--- src/hw/link_slot_defs.svh ---
`ifndef LINK_SLOT_DEFS_SVH
`define LINK_SLOT_DEFS_SVH
`define LSS_IDX_LINK_STATE 6'h12
`define LSS_IDX_SLOT_CTRL  6'h18
`define LSS_BIT_SLOT_CLK   12
`define LSS_BIT_DL_ACTIVE  13
`define LSS_BIT_TRAINING   11
`define LSS_BIT_ATTN_EN    0
`define LSS_BIT_PRES_EN    3
`define LSS_LSB_ATTN_IND   6
`define LSS_LSB_PWR_IND    8
`define LSS_BIT_DLL_EN     12
`define LSS_EN_RESET       1'h0
`define LSS_IND_OFF        2'h3
`endif

--- src/hw/link_slot_pkg.sv ---
package link_slot_pkg;
    typedef logic [1:0]  ind_code_t;
    typedef logic [15:0] reg16_t;
    typedef enum logic {
        BUS_WAIT,
        BUS_ACK
    } bus_phase_e;
endpackage

--- src/hw/link_status_slot_control_regs.sv ---
// The Avalon-MM slave port was left to the implementer.
`timescale 1ns/1ps
`default_nettype none
`include "link_slot_defs.svh"
module link_status_slot_control_regs #(
    parameter int ADDR_W = 8
) (
    input  wire logic              sys_clk_i,
    input  wire logic              rstn_i,
    input  wire logic [ADDR_W-1:0] avs_address_i,
    input  wire logic              avs_read_i,
    input  wire logic              avs_write_i,
    input  wire logic [31:0]       avs_writedata_i,
    input  wire logic [3:0]        avs_byteenable_i,
    output var  logic [31:0]       avs_readdata_o,
    output var  logic              avs_waitrequest_o,
    input  wire logic [3:0]        link_speed_i,
    input  wire logic [5:0]        link_width_i,
    input  wire logic              link_training_i,
    input  wire logic              dl_active_i,
    input  wire logic              slot_clock_strap_i,
    input  wire logic              independent_clock_i,
    input  wire logic              attn_button_present_i,
    input  wire logic              hotplug_capable_i,
    input  wire logic              attn_ind_present_i,
    input  wire logic              pwr_ind_present_i,
    input  wire logic              dll_report_capable_i,
    input  wire logic              attn_button_pressed_i,
    input  wire logic              presence_detect_i,
    output var  logic [1:0]        attn_ind_o,
    output var  logic [1:0]        pwr_ind_o,
    output var  logic              notify_attn_o,
    output var  logic              notify_presence_o,
    output var  logic              notify_link_o,
    output var  logic              notify_o
);

    if (ADDR_W < 8) begin : g_addr_check
        $error("ADDR_W must be at least 8 to reach the slot control word");
    end

    // Bus phase
    link_slot_pkg::bus_phase_e phase;
    link_slot_pkg::bus_phase_e next_phase;
    logic                      next_waitrequest;
    logic [31:0]               next_readdata;

    // Decode
    logic [5:0]                word_idx;
    logic                      req;
    logic                      commit;
    logic                      hit_link;
    logic                      hit_slot;
    logic                      we_lo;
    logic                      we_hi;

    // Slot clock capture
    logic                      slot_clk;
    logic                      captured;
    logic                      next_slot_clk;
    logic                      next_captured;

    // Control fields
    logic                      attn_en;
    logic                      pres_en;
    logic                      dll_en;
    link_slot_pkg::ind_code_t  attn_ind;
    link_slot_pkg::ind_code_t  pwr_ind;

    // Notifications
    logic                      ev_attn;
    logic                      ev_pres;
    logic                      ev_link;
    logic                      next_notify;
    logic                      next_notify_attn;
    logic                      next_notify_pres;
    logic                      next_notify_link;

    // Indicator pin next values
    link_slot_pkg::ind_code_t  next_attn_pin;
    link_slot_pkg::ind_code_t  next_pwr_pin;

    // Register images
    link_slot_pkg::reg16_t     link_image;
    link_slot_pkg::reg16_t     slot_image;

    // Unmapped words read zero and drop writes
    assign word_idx = avs_address_i[7:2];
    assign req      = avs_read_i || avs_write_i;
    // Write takes effect on the edge where waitrequest is low
    assign commit   = avs_write_i && (phase == link_slot_pkg::BUS_ACK);
    assign hit_link = (word_idx == `LSS_IDX_LINK_STATE);
    assign hit_slot = (word_idx == `LSS_IDX_SLOT_CTRL);
    // Lane 0 holds bits 7:0, lane 1 bits 15:8
    assign we_lo    = commit && hit_slot && avs_byteenable_i[0];
    assign we_hi    = commit && hit_slot && avs_byteenable_i[1];

    // Bus handshake: one wait cycle, then a single ack cycle
    always_comb begin
        next_phase       = link_slot_pkg::BUS_WAIT;
        next_waitrequest = 1'b1;
        next_readdata    = avs_readdata_o;
        unique case (phase)
            link_slot_pkg::BUS_WAIT: begin
                if (req) begin
                    next_phase       = link_slot_pkg::BUS_ACK;
                    next_waitrequest = 1'b0;
                    next_readdata    = 32'h0000_0000;
                    if (avs_read_i && hit_link) begin
                        next_readdata = {16'h0000, link_image};
                    end else if (avs_read_i && hit_slot) begin
                        next_readdata = {16'h0000, slot_image};
                    end
                end
            end
            link_slot_pkg::BUS_ACK: begin
                // A request still high here waits one more cycle
                next_phase       = link_slot_pkg::BUS_WAIT;
                next_waitrequest = 1'b1;
            end
        endcase
    end

    always_ff @(posedge sys_clk_i or negedge rstn_i) begin
        if (!rstn_i) begin
            phase             <= link_slot_pkg::BUS_WAIT;
            avs_waitrequest_o <= 1'b1;
            avs_readdata_o    <= 32'h0000_0000;
        end else begin
            phase             <= next_phase;
            avs_waitrequest_o <= next_waitrequest;
            avs_readdata_o    <= next_readdata;
        end
    end

    // Strap taken once after reset release, never under reset itself
    always_comb begin
        next_slot_clk = slot_clk;
        next_captured = captured;
        if (!captured) begin
            next_slot_clk = slot_clock_strap_i && !independent_clock_i;
            next_captured = 1'b1;
        end
    end

    // One bit serves every function, so all report alike
    always_ff @(posedge sys_clk_i or negedge rstn_i) begin
        if (!rstn_i) begin
            slot_clk <= 1'b0;
            captured <= 1'b0;
        end else begin
            slot_clk <= next_slot_clk;
            captured <= next_captured;
        end
    end

    // Link state report image
    always_comb begin
        link_image                     = 16'h0000;
        link_image[3:0]                = link_speed_i;
        link_image[9:4]                = link_width_i;
        link_image[`LSS_BIT_TRAINING]  = link_training_i;
        link_image[`LSS_BIT_SLOT_CLK]  = slot_clk;
        link_image[`LSS_BIT_DL_ACTIVE] = dl_active_i;
    end

    // Slot control image; bits outside this set read zero
    always_comb begin
        slot_image                        = 16'h0000;
        slot_image[`LSS_BIT_ATTN_EN]      = attn_en;
        slot_image[`LSS_BIT_PRES_EN]      = pres_en;
        slot_image[`LSS_LSB_ATTN_IND+:2]  = attn_ind;
        slot_image[`LSS_LSB_PWR_IND+:2]   = pwr_ind;
        slot_image[`LSS_BIT_DLL_EN]       = dll_en;
    end

    slot_ctrl_field #(
        .WIDTH (1),
        .RESET (`LSS_EN_RESET)
    ) u_attn_en (
        .sys_clk_i (sys_clk_i),
        .rstn_i    (rstn_i),
        .present_i (attn_button_present_i),
        .we_i      (we_lo),
        .wdata_i   (avs_writedata_i[`LSS_BIT_ATTN_EN]),
        .q_o       (attn_en)
    );

    slot_ctrl_field #(
        .WIDTH (1),
        .RESET (`LSS_EN_RESET)
    ) u_pres_en (
        .sys_clk_i (sys_clk_i),
        .rstn_i    (rstn_i),
        .present_i (hotplug_capable_i),
        .we_i      (we_lo),
        .wdata_i   (avs_writedata_i[`LSS_BIT_PRES_EN]),
        .q_o       (pres_en)
    );

    // Fields reset to Off, a defined code; the pins reset to 0 and show Off one clock after release
    slot_ctrl_field #(
        .WIDTH (2),
        .RESET (`LSS_IND_OFF)
    ) u_attn_ind (
        .sys_clk_i (sys_clk_i),
        .rstn_i    (rstn_i),
        .present_i (attn_ind_present_i),
        .we_i      (we_lo),
        .wdata_i   (avs_writedata_i[`LSS_LSB_ATTN_IND+:2]),
        .q_o       (attn_ind)
    );

    slot_ctrl_field #(
        .WIDTH (2),
        .RESET (`LSS_IND_OFF)
    ) u_pwr_ind (
        .sys_clk_i (sys_clk_i),
        .rstn_i    (rstn_i),
        .present_i (pwr_ind_present_i),
        .we_i      (we_hi),
        .wdata_i   (avs_writedata_i[`LSS_LSB_PWR_IND+:2]),
        .q_o       (pwr_ind)
    );

    slot_ctrl_field #(
        .WIDTH (1),
        .RESET (`LSS_EN_RESET)
    ) u_dll_en (
        .sys_clk_i (sys_clk_i),
        .rstn_i    (rstn_i),
        .present_i (dll_report_capable_i),
        .we_i      (we_hi),
        .wdata_i   (avs_writedata_i[`LSS_BIT_DLL_EN]),
        .q_o       (dll_en)
    );

    // Indicator pins copy the control fields one clock later
    always_comb begin
        next_attn_pin = attn_ind;
        next_pwr_pin  = pwr_ind;
    end

    always_ff @(posedge sys_clk_i or negedge rstn_i) begin
        if (!rstn_i) begin
            attn_ind_o <= 2'h0;
            pwr_ind_o  <= 2'h0;
        end else begin
            attn_ind_o <= next_attn_pin;
            pwr_ind_o  <= next_pwr_pin;
        end
    end

    // Detectors start low, but enables reset off, so a level high at release is not counted
    slot_event_notify #(
        .LEVEL_CHANGE (1'b0)
    ) u_ev_attn (
        .sys_clk_i (sys_clk_i),
        .rstn_i    (rstn_i),
        .event_i   (attn_button_pressed_i),
        .enable_i  (attn_en),
        .notify_o  (ev_attn)
    );

    slot_event_notify #(
        .LEVEL_CHANGE (1'b1)
    ) u_ev_pres (
        .sys_clk_i (sys_clk_i),
        .rstn_i    (rstn_i),
        .event_i   (presence_detect_i),
        .enable_i  (pres_en),
        .notify_o  (ev_pres)
    );

    slot_event_notify #(
        .LEVEL_CHANGE (1'b1)
    ) u_ev_link (
        .sys_clk_i (sys_clk_i),
        .rstn_i    (rstn_i),
        .event_i   (dl_active_i),
        .enable_i  (dll_en),
        .notify_o  (ev_link)
    );

    // Pulses are not held; software must catch them downstream
    always_comb begin
        next_notify_attn = ev_attn;
        next_notify_pres = ev_pres;
        next_notify_link = ev_link;
        next_notify      = ev_attn || ev_pres || ev_link;
    end

    always_ff @(posedge sys_clk_i or negedge rstn_i) begin
        if (!rstn_i) begin
            notify_attn_o     <= 1'b0;
            notify_presence_o <= 1'b0;
            notify_link_o     <= 1'b0;
            notify_o          <= 1'b0;
        end else begin
            notify_attn_o     <= next_notify_attn;
            notify_presence_o <= next_notify_pres;
            notify_link_o     <= next_notify_link;
            notify_o          <= next_notify;
        end
    end

endmodule
`default_nettype wire

--- src/hw/slot_ctrl_field.sv ---
`timescale 1ns/1ps
`default_nettype none
module slot_ctrl_field #(
    parameter int                 WIDTH = 1,
    parameter logic [WIDTH-1:0]   RESET = '0
) (
    input  wire logic             sys_clk_i,
    input  wire logic             rstn_i,
    input  wire logic             present_i,
    input  wire logic             we_i,
    input  wire logic [WIDTH-1:0] wdata_i,
    output var  logic [WIDTH-1:0] q_o
);
    logic [WIDTH-1:0] next_q;
    always_comb begin
        next_q = q_o;
        if (!present_i) begin
            // Absent feature: read-only zero
            next_q = '0;
        end else if (we_i) begin
            next_q = wdata_i;
        end
    end
    always_ff @(posedge sys_clk_i or negedge rstn_i) begin
        if (!rstn_i) begin
            q_o <= RESET;
        end else begin
            q_o <= next_q;
        end
    end
endmodule
`default_nettype wire

--- src/hw/slot_event_notify.sv ---
`timescale 1ns/1ps
`default_nettype none
module slot_event_notify #(
    parameter bit LEVEL_CHANGE = 1'b0
) (
    input  wire logic sys_clk_i,
    input  wire logic rstn_i,
    input  wire logic event_i,
    input  wire logic enable_i,
    output var  logic notify_o
);
    logic last;
    logic seen;
    logic next_notify;
    // Level inputs notify on either edge; pulse inputs on each high cycle
    assign seen = LEVEL_CHANGE ? (event_i != last) : event_i;
    always_comb begin
        next_notify = seen && enable_i;
    end
    always_ff @(posedge sys_clk_i or negedge rstn_i) begin
        if (!rstn_i) begin
            last     <= 1'b0;
            notify_o <= 1'b0;
        end else begin
            last     <= event_i;
            notify_o <= next_notify;
        end
    end
endmodule
`default_nettype wire

--- config.mk ---
export PLATFORM = sky130hd
export DESIGN_NAME = link_status_slot_control_regs
export DESIGN_NICKNAME = d
export VERILOG_FILES = /design/src/hw/link_slot_pkg.sv /design/src/hw/link_status_slot_control_regs.sv /design/src/hw/slot_ctrl_field.sv /design/src/hw/slot_event_notify.sv
export VERILOG_INCLUDE_DIRS = /design/src /design/src/hw
export SDC_FILE = /design/constraint.sdc
export NUM_CORES = 1
export LEC_CHECK = 0
export ABC_CLOCK_PERIOD_IN_PS = 1180
export BUFFER_PORTS_ARGS = -buffer_cell sky130_fd_sc_hd__buf_2
export CORE_MARGIN = 2
export CORE_UTILIZATION = 36
export CTS_CLUSTER_SIZE = 24
export DETAILED_ROUTE_END_ITERATION = 16
export HOLD_SLACK_MARGIN = 0.15
export PLACE_DENSITY = 0.75
export SYNTH_ARGS = -nofsm -noshare
export SYNTH_HDL_FRONTEND = slang
export SYNTH_HIERARCHICAL = 1
export SYNTH_SLANG_ARGS = --single-unit
--- constraint.sdc ---
create_clock -name sys_clk_i -period 1.18 [get_ports sys_clk_i]
set_input_delay 0.118 -clock sys_clk_i [delete_from_list [all_inputs] [get_ports sys_clk_i]]
set_output_delay 0.118 -clock sys_clk_i [all_outputs]
set_load 0.05 [all_outputs]
==> flow_metrics.py, run 1 <==
metrics = {
    "run_status": {
        "status": "complete, no violations",
    },
    "cells_and_area": {
        "area_growth_syn_to_layout_pct": 46.4,
        "final_common_cell": "buf_2",
        "antenna_cells": 0,
        "fin_nets": 287,
        "fin_util_pct": 55.8,
        "layout-drive-gt1-share_pct": 40.6,
        "finish.instance_area_um2": 2270,
        "mostFrequentLayoutCells": "60 x buf_2, 32 x dfrtp_1, 28 x dlygate4sd3_1",
    },
    "pwr": {
        "p_int_mw": 2.14,
        "clockPowerShare_pct": 39.6,
        "p_leak_nw": 1.16,
        "pwr-share-seq_pct": 45.6,
        "p_comb_share_pct": 14.7,
        "irDropWorstVdd_v": 0.000479,
        "p_per_area_nw_per_um2": 1260,
        "swShare_pct": 25.1,
        "switchingPower_mw": 0.714,
    },
    "logic_synthesis": {
        "synth-seq-cells": 37,
        "netlist_instances": 122,
        "ys_warn_count": 6,
        "ys_types": 22,
        "avgSynthCellArea_um2": 12.7,
        "syn-cell-area_um2": 1550,
        "seq_area_frac_synth_pct": 60.2,
    },
    "global_route": {
        "grt_pass1_vias": 1142,
        "top_usage_layer": "met2",
        "use_met3_pct": 5.96,
        "grtUsageTotal_pct": 15.1,
        "grt-ovfl-total": 0,
        "grt_max_degree": 38,
        "grt_antenna_before_repair": 0,
        "grt_pass1_wl_um": 5440,
        "use_met2_pct": 23.8,
        "use_met1_pct": 18.0,
    },
    "route": {
        "drt-initial-drc-count": 31,
        "vias": 1174,
        "wire_per_inst_um": 12.9,
        "drc_errors": 0,
        "dr.pass1.iters": 4,
        "wl_um": 3470,
        "avgViaCountPerCell": 4.36,
        "drtAntennaViolNets": 0,
    },
    "critical_path": {
        "cp_max_fo": 4,
        "r2r_setup_slack_ns": 0.04,
        "rr_worst_depth": 4,
        "timing.rr.end": "u_dll_en/q_o",
        "cp.arrival_ns": 1.32,
        "r2r_start": "phase",
        "required_ns": 1.36,
        "worst_setup_path_start_kind": "register",
        "worstSetupPathType": "register to register",
        "cp-end-kind": "register",
    },
    "sta": {
        "post-route-period-util_pct": 96.3,
        "max_freq_ghz": 0.880,
        "skew_ns": 0.00361,
        "drv_slew": 0,
        "fin_crit_ns": 1.14,
        "finalHoldViolations": 0,
        "setup_viol": 0,
        "rsz0062_at_grt": "yes",
    },
    "clock_network": {
        "clock_latency_ns": 0.29,
        "cts_buffers": 5,
        "h-tree-depth": 2,
        "cts-root-buf": "clkbuf_8",
        "clock-sinks": 37,
        "cts_tree": "built",
        "clk_pin_slew_ns": 0.07,
        "cts_buffer_depth": 2,
    },
    "placement": {
        "port-buffer-count": 61,
        "place_congestion": 0.740,
        "dp_hpwl_um": 2350,
        "dpl-instance-area_um2": 1860,
    },
    "floorplan": {
        "num_rows": 23,
        "initial_core_util_pct": 38.1,
        "die_h_um": 69.6,
        "fp.dieW_um": 69.6,
        "coreArea_um2": 4060,
        "die_area_um2": 4840,
        "io_pins": 110,
    },
    "min_path": {
        "hp-start": "avs_write_i",
        "whs_path_depth": 3,
        "hold_path.class": "input pin to register",
        "holdPathEnd": "avs_waitrequest_o",
    },
    "run": {
        "drv_cap": 0,
    },
}
==> sequential cells by signal (all words and copies together), names as in the netlist <==
signal              flops
avs_readdata_o         13
attn_ind_o              2
pwr_ind_o               2
u_attn_ind/q_o          2
u_pwr_ind/q_o           2
avs_waitrequest_o       1
captured                1
notify_attn_o           1
notify_link_o           1
notify_o                1
notify_presence_o       1
phase                   1
slot_clk                1
u_attn_en/q_o           1
u_dll_en/q_o            1
u_ev_attn/notify_o      1
u_ev_link/last          1
u_ev_link/notify_o      1
u_ev_pres/last          1
u_ev_pres/notify_o      1
u_pres_en/q_o           1
==> worst max-delay path by stage <==
stage / startpoint / to / slack [ns] / depth (start not counted)
floorplan: avs_address_i[4] / u_dll_en/q_o / -0.001 / 5
finish: phase / u_dll_en/q_o / 0.04 / 4
global placement: avs_address_i[4] / u_dll_en/q_o / -0.22 / 6
global route: phase / u_attn_ind/q_o[1] / -0.02 / 4
CTS: phase / u_dll_en/q_o / -0.009 / 4
detailed placement: avs_address_i[4] / u_dll_en/q_o / -0.26 / 6
==> worst max-delay path: stages (launching register included) <==
cell and delay [ns]:
dfrtp_1 0.37, and4_4 0.22, and2_2 0.19, mux2i_1 0.19
nor2b_1 0.06
==> timing repair <==
action,CTS,global route
gates resized for setup,1,4
hold buffers,28,0
pin swaps,0,1
hold endpoints to repair,60,0
setup endpoints to repair,5,7
setup buffers,0,0
==> power by group through the flow <==
stage | Combinational, mW | Clock (mW) | Sequential, mW
global placement | 0.343 | 0 | 1.32
CTS | 0.419 | 1.15 | 1.30
detailed placement | 0.345 | 0 | 1.32
finish | 0.420 | 1.13 | 1.30
floorplan | 0.235 | 0 | 1.35
global route | 0.448 | 1.21 | 1.30
==> through the flow <==
stage	std cells	setup TNS [ns]	hold slack [ns]	total power [mW]	setup WS (ns)
after detailed placement	233	-1.60	0.101	1.67	-0.261
after CTS	269	-0.0176	0.150	2.87	-0.00894
final	269	0	0.166	2.85	0.0442
after global placement	233	-1.37	0.0946	1.67	-0.223
after global routing	269	-0.0786	0.166	2.96	-0.0184
after floorplan	140	-0.00134	-0.178	1.58	-0.00134
==> cells by family after synthesis <==
family                    count (synthesis)  synth area share (%)
DFF                                      37                  60.2
and+or+nand+nor                          28                  11.7
buffers and inverters                    24                  11.6
AOI/OAI and AO/OA                        22                  10.3
muxes                                     7                  4.53
xor gates and xnor gates                  2                  1.13
other                                     2                 0.485
==> cells in the mapped netlist <==
| library cell | count | area share (%) |
|---|---|---|
| dfrtp_1 | 32 | 52 |
| buf_4 | 19 | 9.2 |
| nor2b_1 | 9 | 3.6 |
| nand2_1 | 8 | 1.9 |
| o21ai_0 | 8 | 2.6 |
| a22oi_1 | 7 | 3.4 |
| mux2i_1 | 7 | 4.5 |
| a22o_2 | 6 | 3.9 |
| and2_1 | 5 | 2.0 |
| dfstp_2 | 5 | 8.5 |
| buf_2 | 2 | 0.65 |
| buf_6 | 2 | 1.5 |
| conb_1 | 2 | 0.49 |
| xor2_1 | 2 | 1.1 |
| and4_2 | 1 | 0.65 |
| and4b_1 | 1 | 0.65 |
| inv_1 | 1 | 0.24 |
| nand2b_1 | 1 | 0.40 |
| nand3b_1 | 1 | 0.49 |
| nor4b_4 | 1 | 1.5 |
| o21bai_1 | 1 | 0.49 |
| or3_1 | 1 | 0.40 |
==> metal layers <==
| layer | up-vias | part of all wire, % |
|---|---|---|
| met2 | 70 | 45 |
| li1 | 568 | - |
| met5 | - | 0 |
| met3 | 6 | 10 |
| met4 | 0 | 1.9 |
| met1 | 530 | 44 |
==> area by class of cell <==
class | count | area (µm²)
flip-flops and latches | 37 | 932
fillers | 344 | 1790
inverters | 1 | 3.75
clock inverters | 1 | 30.0
multi-input cells | 79 | 513
clock buffers | 7 | 86.3
well taps | 50 | 62.6
repair buffers | 94 | 638
Power figures use the tool's default switching activity.
==> run 2: changes to the inputs <==
Settings changed: ABC_CLOCK_PERIOD_IN_PS 1180 to 950, CORE_UTILIZATION 36 to 27, PLACE_DENSITY 0.75 to not set.
Clock period 1.18 ns to 0.95 ns, I/O delays scaled along.
==> run 2 against run 1 <==
  * The run now ends with setup timing left
  * Power rose by 12%
  * Critical path depth unchanged
  * Register-to-register slack worse by 0.21 ns
  * Sequential power up 25%
==> flow_metrics.py, run 2 (synthesis results as in run 1) <==
metrics = {
    "global_route": {
        "grt_pass1_vias": 1195,
        "grt_antenna_before_repair": 0,
        "grt_pass1_wl_um": 5650,
        "use_met2_pct": 19.3,
        "grtUsageTotal_pct": 12.1,
        "grt-ovfl-total": 0,
        "use_met3_pct": 3.85,
        "grt_max_degree": 29,
        "top_usage_layer": "met2",
        "use_met1_pct": 14.3,
    },
    "sta": {
        "setup_ws_ns": -0.167,
        "whs_ns": 0.185,
        "skew_ns": 0.00199,
        "post-route-period-util_pct": 118,
        "finalHoldViolations": 0,
        "max_freq_ghz": 0.895,
        "rsz0062_at_grt": "yes",
        "fin_crit_ns": 1.12,
        "setup_viol": 15,
        "drv_slew": 0,
    },
    "run_status": {
        "violations": "setup timing",
        "status": "finished, violations left",
    },
    "floorplan": {
        "die_area_um2": 6350,
        "fp.dieW_um": 79.7,
        "num_rows": 27,
        "initial_core_util_pct": 28.1,
        "io_pins": 110,
        "coreArea_um2": 5510,
        "die_h_um": 79.7,
    },
    "placement": {
        "dpl-instance-area_um2": 1890,
        "dp_cells": 253,
        "port-buffer-count": 61,
        "dp_slack_ns": -0.407,
        "place_congestion": 0.711,
        "dp_hpwl_um": 2520,
    },
    "cells_and_area": {
        "finish.instance_area_um2": 2460,
        "fin_nets": 293,
        "fin_util_pct": 44.6,
        "area_growth_syn_to_layout_pct": 58.8,
        "antenna_cells": 0,
        "mostFrequentLayoutCells": "39 x buf_2, 32 x dfrtp_1, 29 x dlygate4sd3_1",
        "layout.cells.non_filler": 297,
        "top_register": "avs_readdata_o",
        "largest_register_ffs": 13,
        "final_common_cell": "buf_2",
        "fill_cells": 525,
        "layout-drive-gt1-share_pct": 41.8,
    },
    "min_path": {
        "hold_path.class": "input pin to register",
    },
    "critical_path": {
        "worstSetupPathType": "register to register",
        "worst_setup_path_start_kind": "register",
        "required_ns": 1.13,
        "cp.arrival_ns": 1.29,
        "cp-end-kind": "register",
        "cp_max_fo": 4,
    },
    "clock_network": {
        "cts_buffer_depth": 2,
        "cts-root-buf": "clkbuf_8",
        "clock-sinks": 37,
        "cts_tree": "built",
        "cts_buffers": 5,
        "clk_pin_slew_ns": 0.07,
        "h-tree-depth": 2,
        "clock_latency_ns": 0.28,
    },
    "route": {
        "drtAntennaViolNets": 0,
        "drc_errors": 0,
        "wl_um": 3740,
        "vias": 1222,
        "wire_per_inst_um": 12.6,
        "dr.pass1.iters": 2,
        "drt-initial-drc-count": 34,
        "avgViaCountPerCell": 4.11,
    },
    "pwr": {
        "switchingPower_mw": 0.865,
        "clockPowerShare_pct": 32.4,
        "p_leak_nw": 1.19,
        "pwr-share-seq_pct": 50.5,
        "p_comb_share_pct": 17.1,
        "irDropWorstVdd_v": 0.000702,
        "p_per_area_nw_per_um2": 1300,
        "swShare_pct": 27.0,
        "p_int_mw": 2.34,
    },
    "run": {
        "drv_cap": 0,
    },
}
## run 2: cell types whose count changed in the layout (fill, tap and decap cells not counted), sizes merged
cell	change
dlygate4sd3	+1
buf	+5
bufinv	-1
clkbuf	+1
## run 2: cell type report
type                       count  area (µm²)  area share (%)
clock buffer                   8        80.1            3.26
inverter                       1        3.75           0.153
tap                           72        90.1            3.67
multi-input combinational     79         527            21.4
timing repair buffer         100         825            33.6
sequential                    37         932            37.9
## run 2: power groups by stage
stage	Clock [mW]	Sequential, mW	Combinational (mW)
2_1_floorplan	0	1.68	0.307
3_3_place_gp	0	1.64	0.426
3_5_place_dp	0	1.64	0.427
4_1_cts	1.07	1.62	0.536
5_1_grt	1.16	1.62	0.587
6_report	1.04	1.62	0.547
## run 2: worst max-delay path, stage by stage (launching register included)
cell and delay (ns):
dfrtp_1 0.37, and4_4 0.23, and2_4 0.18, mux2i_1 0.18, nor2b_1 0.06
## run 2: path summary, 6_finish.rpt
path | from | end | slack (ns) | depth (start not counted)
worst min-delay path | avs_write_i | phase | 0.19 | 3
worst min register to register | u_ev_link/notify_o | notify_link_o | 0.38 | 0
min in group asynchronous | rstn_i | notify_o | 0.20 | 2
max in group asynchronous | rstn_i | u_attn_ind/q_o[0] | 0.25 | 3
worst max-delay path | phase | u_attn_en/q_o | -0.17 | 4
worst max register to register | phase | u_attn_en/q_o | -0.17 | 4
## run 2: per-stage QoR
step | setup TNS [ns] | power (mW)
after CTS | -1.95 | 3.23
final | -1.83 | 3.20
after global routing | -2.85 | 3.37
after global placement | -5.07 | 2.07
after detailed placement | -5.28 | 2.07
after floorplan | -1.19 | 1.98
## run 2: repair_timing
| action | 4_1_cts | 5_1_grt |
|---|---|---|
| hold buffers | 29 | 0 |
| buffers inserted | 3 | 4 |
| gates resized for setup | 46 | 8 |
| endpoints found under the setup margin | 42 | 41 |
| hold endpoints to repair | 62 | 0 |
| pin swaps | 6 | 3 |
## run 2: routing by layer
metal  up-vias  share of wire, %
met5         -                 0
met4         0               1.8
met3         9               6.6
met2        55                50
met1       577                41
li1        581                 -
